**config.mk**
```make
export PLATFORM = sky130hd
export DESIGN_NAME = pll_base_clock_selector
export DESIGN_NICKNAME = d
export VERILOG_FILES = /design/src/pll_base_clock_selector.v
export VERILOG_INCLUDE_DIRS = /design/src /design/src/common
export SDC_FILE = /design/constraint.sdc
export NUM_CORES = 1
export LEC_CHECK = 0
export BUFFER_PORTS_ARGS = -buffer_cell sky130_fd_sc_hd__buf_4
export CAP_MARGIN = 30
export CORE_UTILIZATION = 30
export CTS_CLUSTER_SIZE = 28
export DETAILED_ROUTE_END_ITERATION = 7
export HOLD_SLACK_MARGIN = 0.08
export MAX_ROUTING_LAYER = met4
export SLEW_MARGIN = 20
export SYNTH_ARGS = -nofsm -noshare
export SYNTH_HDL_FRONTEND = slang
export SYNTH_SLANG_ARGS = --single-unit
```
**constraint.sdc**
```tcl
create_clock -name clk_sys -period 4.8 [get_ports clk_sys]
set_clock_uncertainty 0.1 [all_clocks]
set_input_delay 0.24 -clock clk_sys [delete_from_list [all_inputs] [get_ports clk_sys]]
set_output_delay 0.24 -clock clk_sys [all_outputs]
set_load 0.02 [all_outputs]
```
**src/common/clock_selector_consts.vh**
```
// Purpose: Offsets, fields, reset values and counts of the clock selector
// Assumes: Included by its bare name from the design file
// Notes:   Definitions only
`ifndef CLOCK_SELECTOR_CONSTS_VH
`define CLOCK_SELECTOR_CONSTS_VH

// ************************************************************
// Register byte addresses
// ************************************************************
`define OFS_CONTROL 5'h00
`define OFS_MULT_LOW 5'h04
`define OFS_MULT_HIGH 5'h08
`define OFS_VCO_RANGE 5'h0c
`define OFS_REF_DIVIDER 5'h10
`define OFS_STATUS 5'h14
`define OFS_MASK 5'h18

// ************************************************************
// Control register fields
// ************************************************************
`define CTL_PRE_LSB 0
`define CTL_VPR_LSB 2
`define CTL_BCS_BIT 4
`define CTL_ON_BIT 5
`define CTL_DIRECT_BIT 6

// ************************************************************
// Status register fields
// ************************************************************
`define ST_LOCK_EVT_BIT 0
`define ST_SWITCH_EVT_BIT 1
`define ST_LOCK_BIT 8
`define ST_SRC_LSB 9
`define ST_BUSY_BIT 11
`define EVT_WIDTH 2

// ************************************************************
// Reset values
// ************************************************************
`define RST_MULT 8'h40
`define RST_RANGE 8'h40
`define RST_DIVIDER 8'h01

// ************************************************************
// Timing and arithmetic
// ************************************************************
`define SWITCH_EDGES 2'h3
`define NOM_STEP_HZ 32'h00009600
`define RESP_OKAY 2'h0
`define RESP_SLVERR 2'h2

// ************************************************************
// Base clock sources
// ************************************************************
`define SRC_OSC_HALF 2'h0
`define SRC_VCO_HALF 2'h1
`define SRC_OSC_FULL 2'h2

`endif

```
**src/pll_base_clock_selector.v**
```verilog
// Purpose: Base clock selection, PLL interlocks and setting registers
// Assumes: osc_clock, vco_clock and lock_detect are synchronous samples
// Notes:   Registers over AXI4-Lite; one clock domain, clk_sys
//
// Contract
// - Divider or multiplier value zero acts as value one.
// - Range zero disables PLL, blocks VCO selection, forces oscillator.
// - Source change waits three oscillator edges and, while PLL is enabled, three VCO edges, output held.
// - Transition output is divided by two for duty correction, except on the direct oscillator path.
// - Base clock select bit chooses which source drives the output.
// - VCO cannot be selected while PLL power is off.
// - PLL cannot be turned off while VCO is selected.
// - Power and VCO selection never both change in one write.
// - Prescaler, power range, multiplier, range, divider writable only when off.
// - Centre frequency equals L times two to E times 38.4 kHz.
// - Output is oscillator, half oscillator or half VCO, 50 percent duty.
// - Interrupt output is the OR of masked sticky lock-change and switch-done events.
// - PLL reference clock is a buffered copy of the oscillator.
// - Writing zero range disables PLL and clears base clock select.
// - Reset sets PLL power on so the loop settles.
// - Reset loads the multiplier with 64.
`timescale 1ns/100ps
`include "clock_selector_consts.vh"

module pll_base_clock_selector (
    input wire clk_sys,
    input wire srst,
    input wire osc_clock,
    input wire vco_clock,
    input wire lock_detect,
    input wire [4:0] s_axi_awaddr,
    input wire s_axi_awvalid,
    output reg s_axi_awready,
    input wire [31:0] s_axi_wdata,
    input wire [3:0] s_axi_wstrb,
    input wire s_axi_wvalid,
    output reg s_axi_wready,
    output reg [1:0] s_axi_bresp,
    output reg s_axi_bvalid,
    input wire s_axi_bready,
    input wire [4:0] s_axi_araddr,
    input wire s_axi_arvalid,
    output reg s_axi_arready,
    output reg [31:0] s_axi_rdata,
    output reg [1:0] s_axi_rresp,
    output reg s_axi_rvalid,
    input wire s_axi_rready,
    output reg base_clock_out,
    output reg pll_ref_clock,
    output reg pll_enable,
    output reg [1:0] prescale_power,
    output reg [1:0] vco_power_range_field,
    output reg [11:0] feedback_multiplier,
    output reg [7:0] ref_divider,
    output reg [7:0] vco_range,
    output reg [31:0] centre_range_freq,
    output reg clockgen_irq
);

    localparam ST_RUN = 1'b0;
    localparam ST_WAIT = 1'b1;

    // ************************************************************
    // Helpers
    // ************************************************************

    // Zero maps to one for modulo dividers
    function [11:0] zero_as_one;
        input [11:0] v;
        begin
            zero_as_one = (v == 12'h000) ? 12'h001 : v;
        end
    endfunction

    // Address match on an aligned word
    function addr_is;
        input [4:0] a;
        input [4:0] ofs;
        begin
            addr_is = (a[4:2] == ofs[4:2]);
        end
    endfunction

    // ************************************************************
    // State
    // ************************************************************
    reg pll_power_on;
    reg base_clock_select;
    reg osc_direct;
    reg [1:0] prescale_reg;
    reg [1:0] vpr_reg;
    reg [7:0] multiplier_low_reg;
    reg [3:0] multiplier_high_reg;
    reg [7:0] vco_range_reg;
    reg [7:0] ref_divider_reg;
    reg [`EVT_WIDTH-1:0] event_status;
    reg [`EVT_WIDTH-1:0] event_mask;
    reg aw_hold;
    reg [4:0] aw_addr;
    reg w_hold;
    reg [31:0] w_data;
    reg [3:0] w_strb;
    reg vco_q;
    reg lock_q;
    reg sw_state;
    reg [1:0] active_src;
    reg [1:0] osc_cnt;
    reg [1:0] vco_cnt;
    reg switch_done;

    wire range_zero = (vco_range_reg == 8'h00);
    wire osc_rise = osc_clock & ~pll_ref_clock;
    wire vco_rise = vco_clock & ~vco_q;
    wire wr_fire = aw_hold & w_hold & ~s_axi_bvalid;
    wire wr_lane = w_strb[0];
    wire lock_event = lock_detect ^ lock_q;
    wire [11:0] div_eff = zero_as_one({4'h0, ref_divider_reg});

    // Source the selector aims at; range zero forces oscillator
    wire vco_wanted = base_clock_select & ~range_zero;
    wire [1:0] target_src = vco_wanted ? `SRC_VCO_HALF :
        (osc_direct ? `SRC_OSC_FULL : `SRC_OSC_HALF);

    // Proposed control bits from the write data
    wire new_on = w_data[`CTL_ON_BIT];
    wire new_bcs = w_data[`CTL_BCS_BIT];
    wire on_change = (new_on != pll_power_on);
    wire bcs_change = (new_bcs != base_clock_select);
    wire both_change = on_change & bcs_change;

    // ************************************************************
    // Write address and data capture
    // ************************************************************

    // Address and data in either order, answered after both
    always @(posedge clk_sys) begin
        if (srst) begin
            s_axi_awready <= 1'b1;
            s_axi_wready <= 1'b1;
            aw_hold <= 1'b0;
            w_hold <= 1'b0;
            aw_addr <= 5'h00;
            w_data <= 32'h00000000;
            w_strb <= 4'h0;
            s_axi_bvalid <= 1'b0;
            s_axi_bresp <= `RESP_OKAY;
        end else begin
            if (s_axi_awvalid & s_axi_awready) begin
                aw_hold <= 1'b1;
                aw_addr <= s_axi_awaddr;
                s_axi_awready <= 1'b0;
            end
            if (s_axi_wvalid & s_axi_wready) begin
                w_hold <= 1'b1;
                w_data <= s_axi_wdata;
                w_strb <= s_axi_wstrb;
                s_axi_wready <= 1'b0;
            end
            if (wr_fire) begin
                aw_hold <= 1'b0;
                w_hold <= 1'b0;
                s_axi_bvalid <= 1'b1;
                if (aw_addr <= `OFS_MASK && aw_addr[1:0] == 2'h0) begin
                    s_axi_bresp <= `RESP_OKAY;
                end else begin
                    s_axi_bresp <= `RESP_SLVERR;
                end
            end
            if (s_axi_bvalid & s_axi_bready) begin
                s_axi_bvalid <= 1'b0;
                s_axi_awready <= 1'b1;
                s_axi_wready <= 1'b1;
            end
        end
    end

    // ************************************************************
    // Control and setting registers
    // ************************************************************

    // Interlocked control bits; settings frozen while running
    always @(posedge clk_sys) begin
        if (srst) begin
            pll_power_on <= 1'b1;
            base_clock_select <= 1'b0;
            osc_direct <= 1'b0;
            prescale_reg <= 2'h0;
            vpr_reg <= 2'h0;
            multiplier_low_reg <= `RST_MULT;
            multiplier_high_reg <= 4'h0;
            vco_range_reg <= `RST_RANGE;
            ref_divider_reg <= `RST_DIVIDER;
            event_mask <= {`EVT_WIDTH{1'b0}};
        end else if (wr_fire & wr_lane) begin
            if (addr_is(aw_addr, `OFS_CONTROL)) begin
                osc_direct <= w_data[`CTL_DIRECT_BIT];
                if (!pll_power_on) begin
                    prescale_reg <= w_data[`CTL_PRE_LSB+1:`CTL_PRE_LSB];
                    vpr_reg <= w_data[`CTL_VPR_LSB+1:`CTL_VPR_LSB];
                end
                // A write that flips both bits changes neither
                if (!both_change) begin
                    if (new_on | ~base_clock_select) begin
                        pll_power_on <= new_on & ~range_zero;
                    end
                    if (~new_bcs | (pll_power_on & ~range_zero)) begin
                        base_clock_select <= new_bcs;
                    end
                end
            end
            if (!pll_power_on) begin
                if (addr_is(aw_addr, `OFS_MULT_LOW)) begin
                    multiplier_low_reg <= w_data[7:0];
                end
                if (addr_is(aw_addr, `OFS_MULT_HIGH)) begin
                    multiplier_high_reg <= w_data[3:0];
                end
                if (addr_is(aw_addr, `OFS_VCO_RANGE)) begin
                    vco_range_reg <= w_data[7:0];
                    if (w_data[7:0] == 8'h00) begin
                        pll_power_on <= 1'b0;
                        base_clock_select <= 1'b0;
                    end
                end
                if (addr_is(aw_addr, `OFS_REF_DIVIDER)) begin
                    ref_divider_reg <= w_data[7:0];
                end
            end
            if (addr_is(aw_addr, `OFS_MASK)) begin
                event_mask <= w_data[`EVT_WIDTH-1:0];
            end
        end
    end

    // ************************************************************
    // Event status and interrupt
    // ************************************************************

    // Sticky events, write one to clear; set wins over clear
    always @(posedge clk_sys) begin
        if (srst) begin
            event_status <= {`EVT_WIDTH{1'b0}};
            lock_q <= 1'b0;
            clockgen_irq <= 1'b0;
        end else begin
            lock_q <= lock_detect;
            event_status <= (event_status &
                ~((wr_fire & wr_lane & addr_is(aw_addr, `OFS_STATUS)) ?
                w_data[`EVT_WIDTH-1:0] : {`EVT_WIDTH{1'b0}})) |
                {switch_done, lock_event};
            clockgen_irq <= |(event_status & event_mask);
        end
    end

    // ************************************************************
    // Register read
    // ************************************************************

    // One read at a time, answered a cycle after the address
    always @(posedge clk_sys) begin
        if (srst) begin
            s_axi_arready <= 1'b1;
            s_axi_rvalid <= 1'b0;
            s_axi_rdata <= 32'h00000000;
            s_axi_rresp <= `RESP_OKAY;
        end else begin
            if (s_axi_arvalid & s_axi_arready) begin
                s_axi_arready <= 1'b0;
                s_axi_rvalid <= 1'b1;
                s_axi_rresp <= `RESP_OKAY;
                s_axi_rdata <= 32'h00000000;
                if (s_axi_araddr[1:0] != 2'h0) begin
                    s_axi_rresp <= `RESP_SLVERR;
                end else if (addr_is(s_axi_araddr, `OFS_CONTROL)) begin
                    s_axi_rdata[6:0] <= {osc_direct, pll_power_on,
                        base_clock_select, vpr_reg, prescale_reg};
                end else if (addr_is(s_axi_araddr, `OFS_MULT_LOW)) begin
                    s_axi_rdata[7:0] <= multiplier_low_reg;
                end else if (addr_is(s_axi_araddr, `OFS_MULT_HIGH)) begin
                    s_axi_rdata[3:0] <= multiplier_high_reg;
                end else if (addr_is(s_axi_araddr, `OFS_VCO_RANGE)) begin
                    s_axi_rdata[7:0] <= vco_range_reg;
                end else if (addr_is(s_axi_araddr, `OFS_REF_DIVIDER)) begin
                    s_axi_rdata[7:0] <= ref_divider_reg;
                end else if (addr_is(s_axi_araddr, `OFS_STATUS)) begin
                    s_axi_rdata[`EVT_WIDTH-1:0] <= event_status;
                    s_axi_rdata[`ST_LOCK_BIT] <= lock_detect;
                    s_axi_rdata[`ST_SRC_LSB+1:`ST_SRC_LSB] <= active_src;
                    s_axi_rdata[`ST_BUSY_BIT] <= sw_state;
                end else if (addr_is(s_axi_araddr, `OFS_MASK)) begin
                    s_axi_rdata[`EVT_WIDTH-1:0] <= event_mask;
                end else begin
                    s_axi_rresp <= `RESP_SLVERR;
                end
            end
            if (s_axi_rvalid & s_axi_rready) begin
                s_axi_rvalid <= 1'b0;
                s_axi_arready <= 1'b1;
            end
        end
    end

    // ************************************************************
    // Settings driven to the analog loop
    // ************************************************************

    // Effective loop settings with zero multiplier or divider treated as one
    always @(posedge clk_sys) begin
        if (srst) begin
            pll_enable <= 1'b0;
            prescale_power <= 2'h0;
            vco_power_range_field <= 2'h0;
            feedback_multiplier <= 12'h001;
            ref_divider <= 8'h01;
            vco_range <= 8'h00;
            centre_range_freq <= 32'h00000000;
        end else begin
            pll_enable <= pll_power_on & ~range_zero;
            prescale_power <= prescale_reg;
            vco_power_range_field <= vpr_reg;
            feedback_multiplier <= zero_as_one({multiplier_high_reg,
                multiplier_low_reg});
            ref_divider <= div_eff[7:0];
            vco_range <= vco_range_reg;
            centre_range_freq <= ({24'h000000, vco_range_reg} << vpr_reg) *
                `NOM_STEP_HZ;
        end
    end

    // ************************************************************
    // Base clock transition and divider
    // ************************************************************

    // Holds output still until three oscillator edges, and three VCO edges while pll_enable is set, have passed
    always @(posedge clk_sys) begin
        if (srst) begin
            pll_ref_clock <= 1'b0;
            vco_q <= 1'b0;
            sw_state <= ST_RUN;
            active_src <= `SRC_OSC_HALF;
            osc_cnt <= 2'h0;
            vco_cnt <= 2'h0;
            switch_done <= 1'b0;
            base_clock_out <= 1'b0;
        end else begin
            pll_ref_clock <= osc_clock;
            vco_q <= vco_clock;
            switch_done <= 1'b0;
            case (sw_state)
                ST_RUN: begin
                    if (target_src != active_src) begin
                        sw_state <= ST_WAIT;
                        osc_cnt <= 2'h0;
                        vco_cnt <= 2'h0;
                    end else if (active_src == `SRC_OSC_FULL) begin
                        base_clock_out <= osc_clock;
                    end else if (active_src == `SRC_VCO_HALF) begin
                        if (vco_rise) begin
                            base_clock_out <= ~base_clock_out;
                        end
                    end else if (osc_rise) begin
                        base_clock_out <= ~base_clock_out;
                    end
                end
                ST_WAIT: begin
                    // Output keeps its level; a dead VCO stalls this only while pll_enable is set
                    if (osc_rise && osc_cnt != `SWITCH_EDGES) begin
                        osc_cnt <= osc_cnt + 2'h1;
                    end
                    if (vco_rise && vco_cnt != `SWITCH_EDGES) begin
                        vco_cnt <= vco_cnt + 2'h1;
                    end
                    if (osc_cnt == `SWITCH_EDGES &&
                        (vco_cnt == `SWITCH_EDGES || !pll_enable)) begin
                        sw_state <= ST_RUN;
                        active_src <= target_src;
                        switch_done <= 1'b1;
                    end
                end
                default: begin
                    sw_state <= ST_RUN;
                end
            endcase
        end
    end

endmodule

```
# == Yosys cells after proc, flatten, opt, wreduce, memory -nomap -nowiden ==
# Cells that the tools add are included.
# totals
input_bits,56
ff_bits,154
elab_cells,189
output_inout_bits,109
# op_classes
shifts,1
magnitude_cmp,1
addsub,2
n_eq_ne,25
n_mux,52
n_mul,1
bitwise,32
reduce_logical,33
# ops
cell,count
$mux 2,18
$mul 32x7->23 const B,1
$shl 8x2->32,1
$logic_not 8->1,3
$mux 8,3
$mux 4,5
$mux 1,19
$eq 3x3->1 const B,6
$and 1x1->1,15
$reduce_and 3->1,5
$reduce_or 2->1,7
$eq 3x2->1 const B,4
$logic_not 12->1,1
$mux 12,1
$not 1->1,10
$reduce_and 2->1,5
$pmux 2 s2,2
$mux 7,1
$eq 2x2->1 const B,3
$eq 3x1->1 const B,2
$logic_not 3->1,2
$mux 6,1
$ne 2x2->1 const B,3
$le 5x5->1 const B,1
other kinds (20),28

# == Logic depth before layout (Yosys ltp) ==
# logic_depth
word_depth,10
ltp_mapped,18
ltp_nobuf,16

# == Least setup slack after synthesis ==
# Ideal clock, no wire load.
# synth_path
path_kind,reg-to-reg
startpoint,reg vpr_reg[1]
endpoint,reg centre_range_freq[25]
slack_ps,143
t_required_ps,4579
t_arrival_ps,4436
n_path_buf,1
synth_period_minus_slack_ps,4657
stages_incl_launch_ff,17
setup_ps,121
cell_sequence,dfxtp_1 -> clkbuf_1 -> mux2_2 -> o21ai_0 -> inv_1 -> ha_1 -> ha_1 -> inv_1 -> fa_1 -> fa_1 -> inv_1 -> ha_1 -> and2_1 -> a221oi_1 -> o21a_1 -> o21a_1 -> mux2_2
# synth_via
elab_chain_cells,2
# synth_rtl
element,line_no,source
start: declaration,pll_base_clock_selector.v:91,reg [1:0] vpr_reg;
start signal: assignment,pll_base_clock_selector.v:199,vpr_reg <= w_data[`CTL_VPR_LSB+1:`CTL_VPR_LSB];
$shl 8x2->32,pll_base_clock_selector.v:325,"centre_range_freq <= ({24'h000000, vco_range_reg} << vpr_reg) *"
$mul 32x7->23 (no line),n/a,
end signal: assignment,pll_base_clock_selector.v:325,
end: declaration,pll_base_clock_selector.v:56,"output reg [31:0] centre_range_freq,"
# Every way passes these cells.
# A chain may end at the register's enable or synchronous reset.

# == Worst setup path after layout ==
# Ends and elaborated chain as after synthesis.

==> reports/results.md <==
Outcome
• result of the run: finished clean

Power
• Pleak: 4.00 nW
• internal cell power: 2.03 mW
• combinational group share of total power: 6.6%
• share of power burned in registers: 44.1%
• Clk pwr share: 49.4%
• power per cell area: 302 nW/um^2
• power dissipated by switching net loads: 672 uW
• largest voltage drop on the vdd net: 0.182 mV
• PnR Total Power: 2.70 mW
• switching part of the total: 24.9%

Global route
• via count of the first global-routing pass: 5,521
• maximum number of pins on one net before global-route repair: 70
• initial antenna violation count: 0
• overall overflow remaining after global route: 0
• All-Layer GR Usage: 15.4%
• global-route wire length before repair: 28,400 microns

Logic synthesis
• share of Yosys cell area claimed by the top area cell type: 39.2%
• cell types occupying the most area after synthesis: dfxtp_1 (39%), ha_1 (8.5%), mux2i_1 (6.1%)
• flops & latches, synth: 138
• average size of a mapped cell: 9.03 sq um
• cell taking the most area after synthesis: dfxtp_1
• total standard cell area after synthesis: 7040 sq um
• post-synth cell types: 63
• sequential fraction of the synthesis area: 39.2%
• cells after synthesis: 780
• Synth Flop Type: dfxtp_1
• Yosys warnings: 0
• Post-synth EDFFs: 0
• Async SR Flop Fraction: 0%

Clocking
• CTS clock-pin slew for the worst setup and hold paths: 0.06 ns
• clock tree sinks: 138
• Clk Latency, worst-skew pair: 0.41 ns
• buffer levels on the longest clock path: 2
• Num CTS Buffers: 17
• maximum level of the CTS H-tree: 4
• clock tree from TritonCTS: built
• clock root buffer: clkbuf_16
• Post-CTS Setup Repair Bufs: 0

Routing
• DRC: 0
• via count: 5,624
• First DRT Iteration DRCs: 216
• Pre-Repair DR Iteration Count: 4
• sum of routed wire length over all layers: 17,500 microns
• ANT nets after route: 0
• drt wl/cell: 14.2 microns
• post-detailed-route via-to-cell ratio: 4.58

Finish
• max reg flops: 18
• number of inserted filler cells in the final layout: 2,363
• cell area after layout: 8950 sq um
• layout cells sized above 1: 18.4%
• Area growth, synth to finish: 27.0%
• final standard cell utilization of the core: 39.2%
• antenna cell count: 0
• post-layout net count: 1,020

Floorplanning
• die span in y: 155 microns
• Ports: 165
• floorplan die area: 24,100 sq um
• die outline width: 155 microns
• effective utilization at floorplan: 30.8%
• Core Box Area: 22,800 sq um
• number of cell rows: 55

Critical path
• WP data arrival: 4.77 ns
• critical path type: flip-flop to flip-flop
• crit-path max FO: 15
• Worst setup SP type: flip-flop
• Critical Path Sink Type: flip-flop
• required time at the worst-slack endpoint: 5.00 ns

Timing
• maximum frequency from static timing analysis: 219 MHz
• RSZ-0062 raised after global routing: false
• Hold Fails Final Rpt: 0
• remaining max-slew budget at the tightest pin: 40.3%
• setup TNS after final layout: 0 ns
• Final Cycle Share: 95.2%
• final critical-path required period: 4.57 ns
• final setup violation count: 0
• worst hold margin: 0.106 ns
• final slew viol count: 0
• Worst Tran Pin Value: 0.889 ns

Placement
• area post-placement: 8030 sq um
• DP HPWL: 12,500 microns
• final weighted congestion of routability-driven global placement: 0.791
• IO buf count: 101

Flow run
• reported max-cap violation count: 0

Hold path
• classification of the worst-slack hold path: input port to flip-flop

[cells in the mapped netlist (all sizes together) (13+ instances only)]
cell	number
dfxtp	138
nor2	76
nand2	55
a21oi	51
ha	48
inv	48
buf	44
nor2b	44
mux2i	43
clkbuf	36
o21ai	21
fa	13
[logic make-up (layout without fill, tap and decap cells)]
family / Yosys count / after routing / share of synthesized area [%]
adder cells (fa/ha/maj): 61 / 61 / 12.2
AO/OA/AOI/OAI: 144 / 144 / 13.3
other: 1 / 36 / 0.0532
buffers and inverters: 128 / 229 / 8.86
AND/OR/NAND/NOR: 246 / 246 / 17.5
flip-flops: 138 / 138 / 39.2
XOR/XNOR: 10 / 10 / 1.24
multiplexers: 52 / 52 / 7.55
[cell type report]
class / count / area, sq um / share of cell area [%]
Clock inverter: 13 / 159 / 1.78
Multi-Input combinational cell: 549 / 3800 / 42.5
Inverter: 48 / 180 / 2.01
Sequential cell: 138 / 2760 / 30.9
Timing Repair Buffer: 149 / 1210 / 13.5
Clock buffer: 19 / 443 / 4.95
Tap cell: 313 / 392 / 4.38
[power groups by stage]
stage	clock network [mW]	logic, mW	registers (mW)
3_5_place_dp	0	0.158	1.22
6_report	1.34	0.177	1.19
5_1_grt	1.42	0.195	1.19
2_1_floorplan	0	0.125	1.21
4_1_cts	1.37	0.179	1.19
3_3_place_gp	0	0.156	1.22
[cells in the final DEF (no fill, tap or decap), types with 5 or more instances in the layout]
| master | n |
|---|---|
| a211oi_1 | 6 |
| a21oi_1 | 51 |
| a22oi_1 | 12 |
| a2bb2oi_1 | 6 |
| and2_1 | 5 |
| buf_4 | 118 |
| clkbuf_16 | 17 |
| conb_1 | 36 |
| dfxtp_1 | 137 |
| dlygate4sd3_1 | 30 |
| fa_1 | 13 |
| ha_1 | 48 |
| inv_1 | 48 |
| mux2_2 | 9 |
| mux2i_1 | 42 |
| nand2_1 | 55 |
| nand2b_1 | 7 |
| nand3_1 | 11 |
| nor2_1 | 76 |
| nor2b_1 | 44 |
| nor3_1 | 12 |
| nor3b_1 | 7 |
| nor4_1 | 9 |
| o21ai_0 | 21 |
| o22ai_1 | 6 |
| xor2_1 | 7 |
[worst max-delay path, cell delays in order, from the launching register on]
cell and delay, ns:
dfxtp_2 0.38, buf_12 0.15, mux2i_1 0.26, nand2_1 0.07, o21ai_0 0.11, inv_1 0.10
ha_1 0.30, ha_1 0.27, inv_1 0.05, fa_1 0.52, fa_1 0.53, inv_1 0.04
ha_1 0.32, and2_1 0.19, buf_4 0.14, a41oi_1 0.23, o21a_1 0.23, o21a_1 0.16
mux2_2 0.32
[final timing paths]
kind                   startpoint               endpoint  slack (ns)  cells after the start
setup / recovery       vpr_reg[1]  centre_range_freq[25]        0.23                     18
hold / removal    s_axi_araddr[3]         s_axi_rresp[1]        0.11                      3
setup reg to reg       vpr_reg[1]  centre_range_freq[25]        0.23                     18
hold reg to reg    s_axi_rdata[1]         s_axi_rdata[1]        0.36                      2
[what timing repair did]
item / in CTS / in global routing
endpoints found under the hold margin: 26 / 0
setup endpoints to repair: 0 / 5
hold buffers: 30 / 0
gates resized for setup: 0 / 4
[through the flow]
stage          cells  setup WS (ns)
4_1_cts         1229         0.0903
3_5_place_dp    1167          0.123
3_3_place_gp    1167          0.141
5_1_grt         1229         0.0160
6_report        1229          0.229
2_1_floorplan    815          0.143
[metal layers]
layer | GRT usage [%] | part of all wire [%]
met2 | 25.1 | 47
met4 | 4.06 | 1.3
met3 | 3.54 | 3.9
met1 | 19.2 | 47
met5 | - | 0
Power figures use the tool's default switching activity.
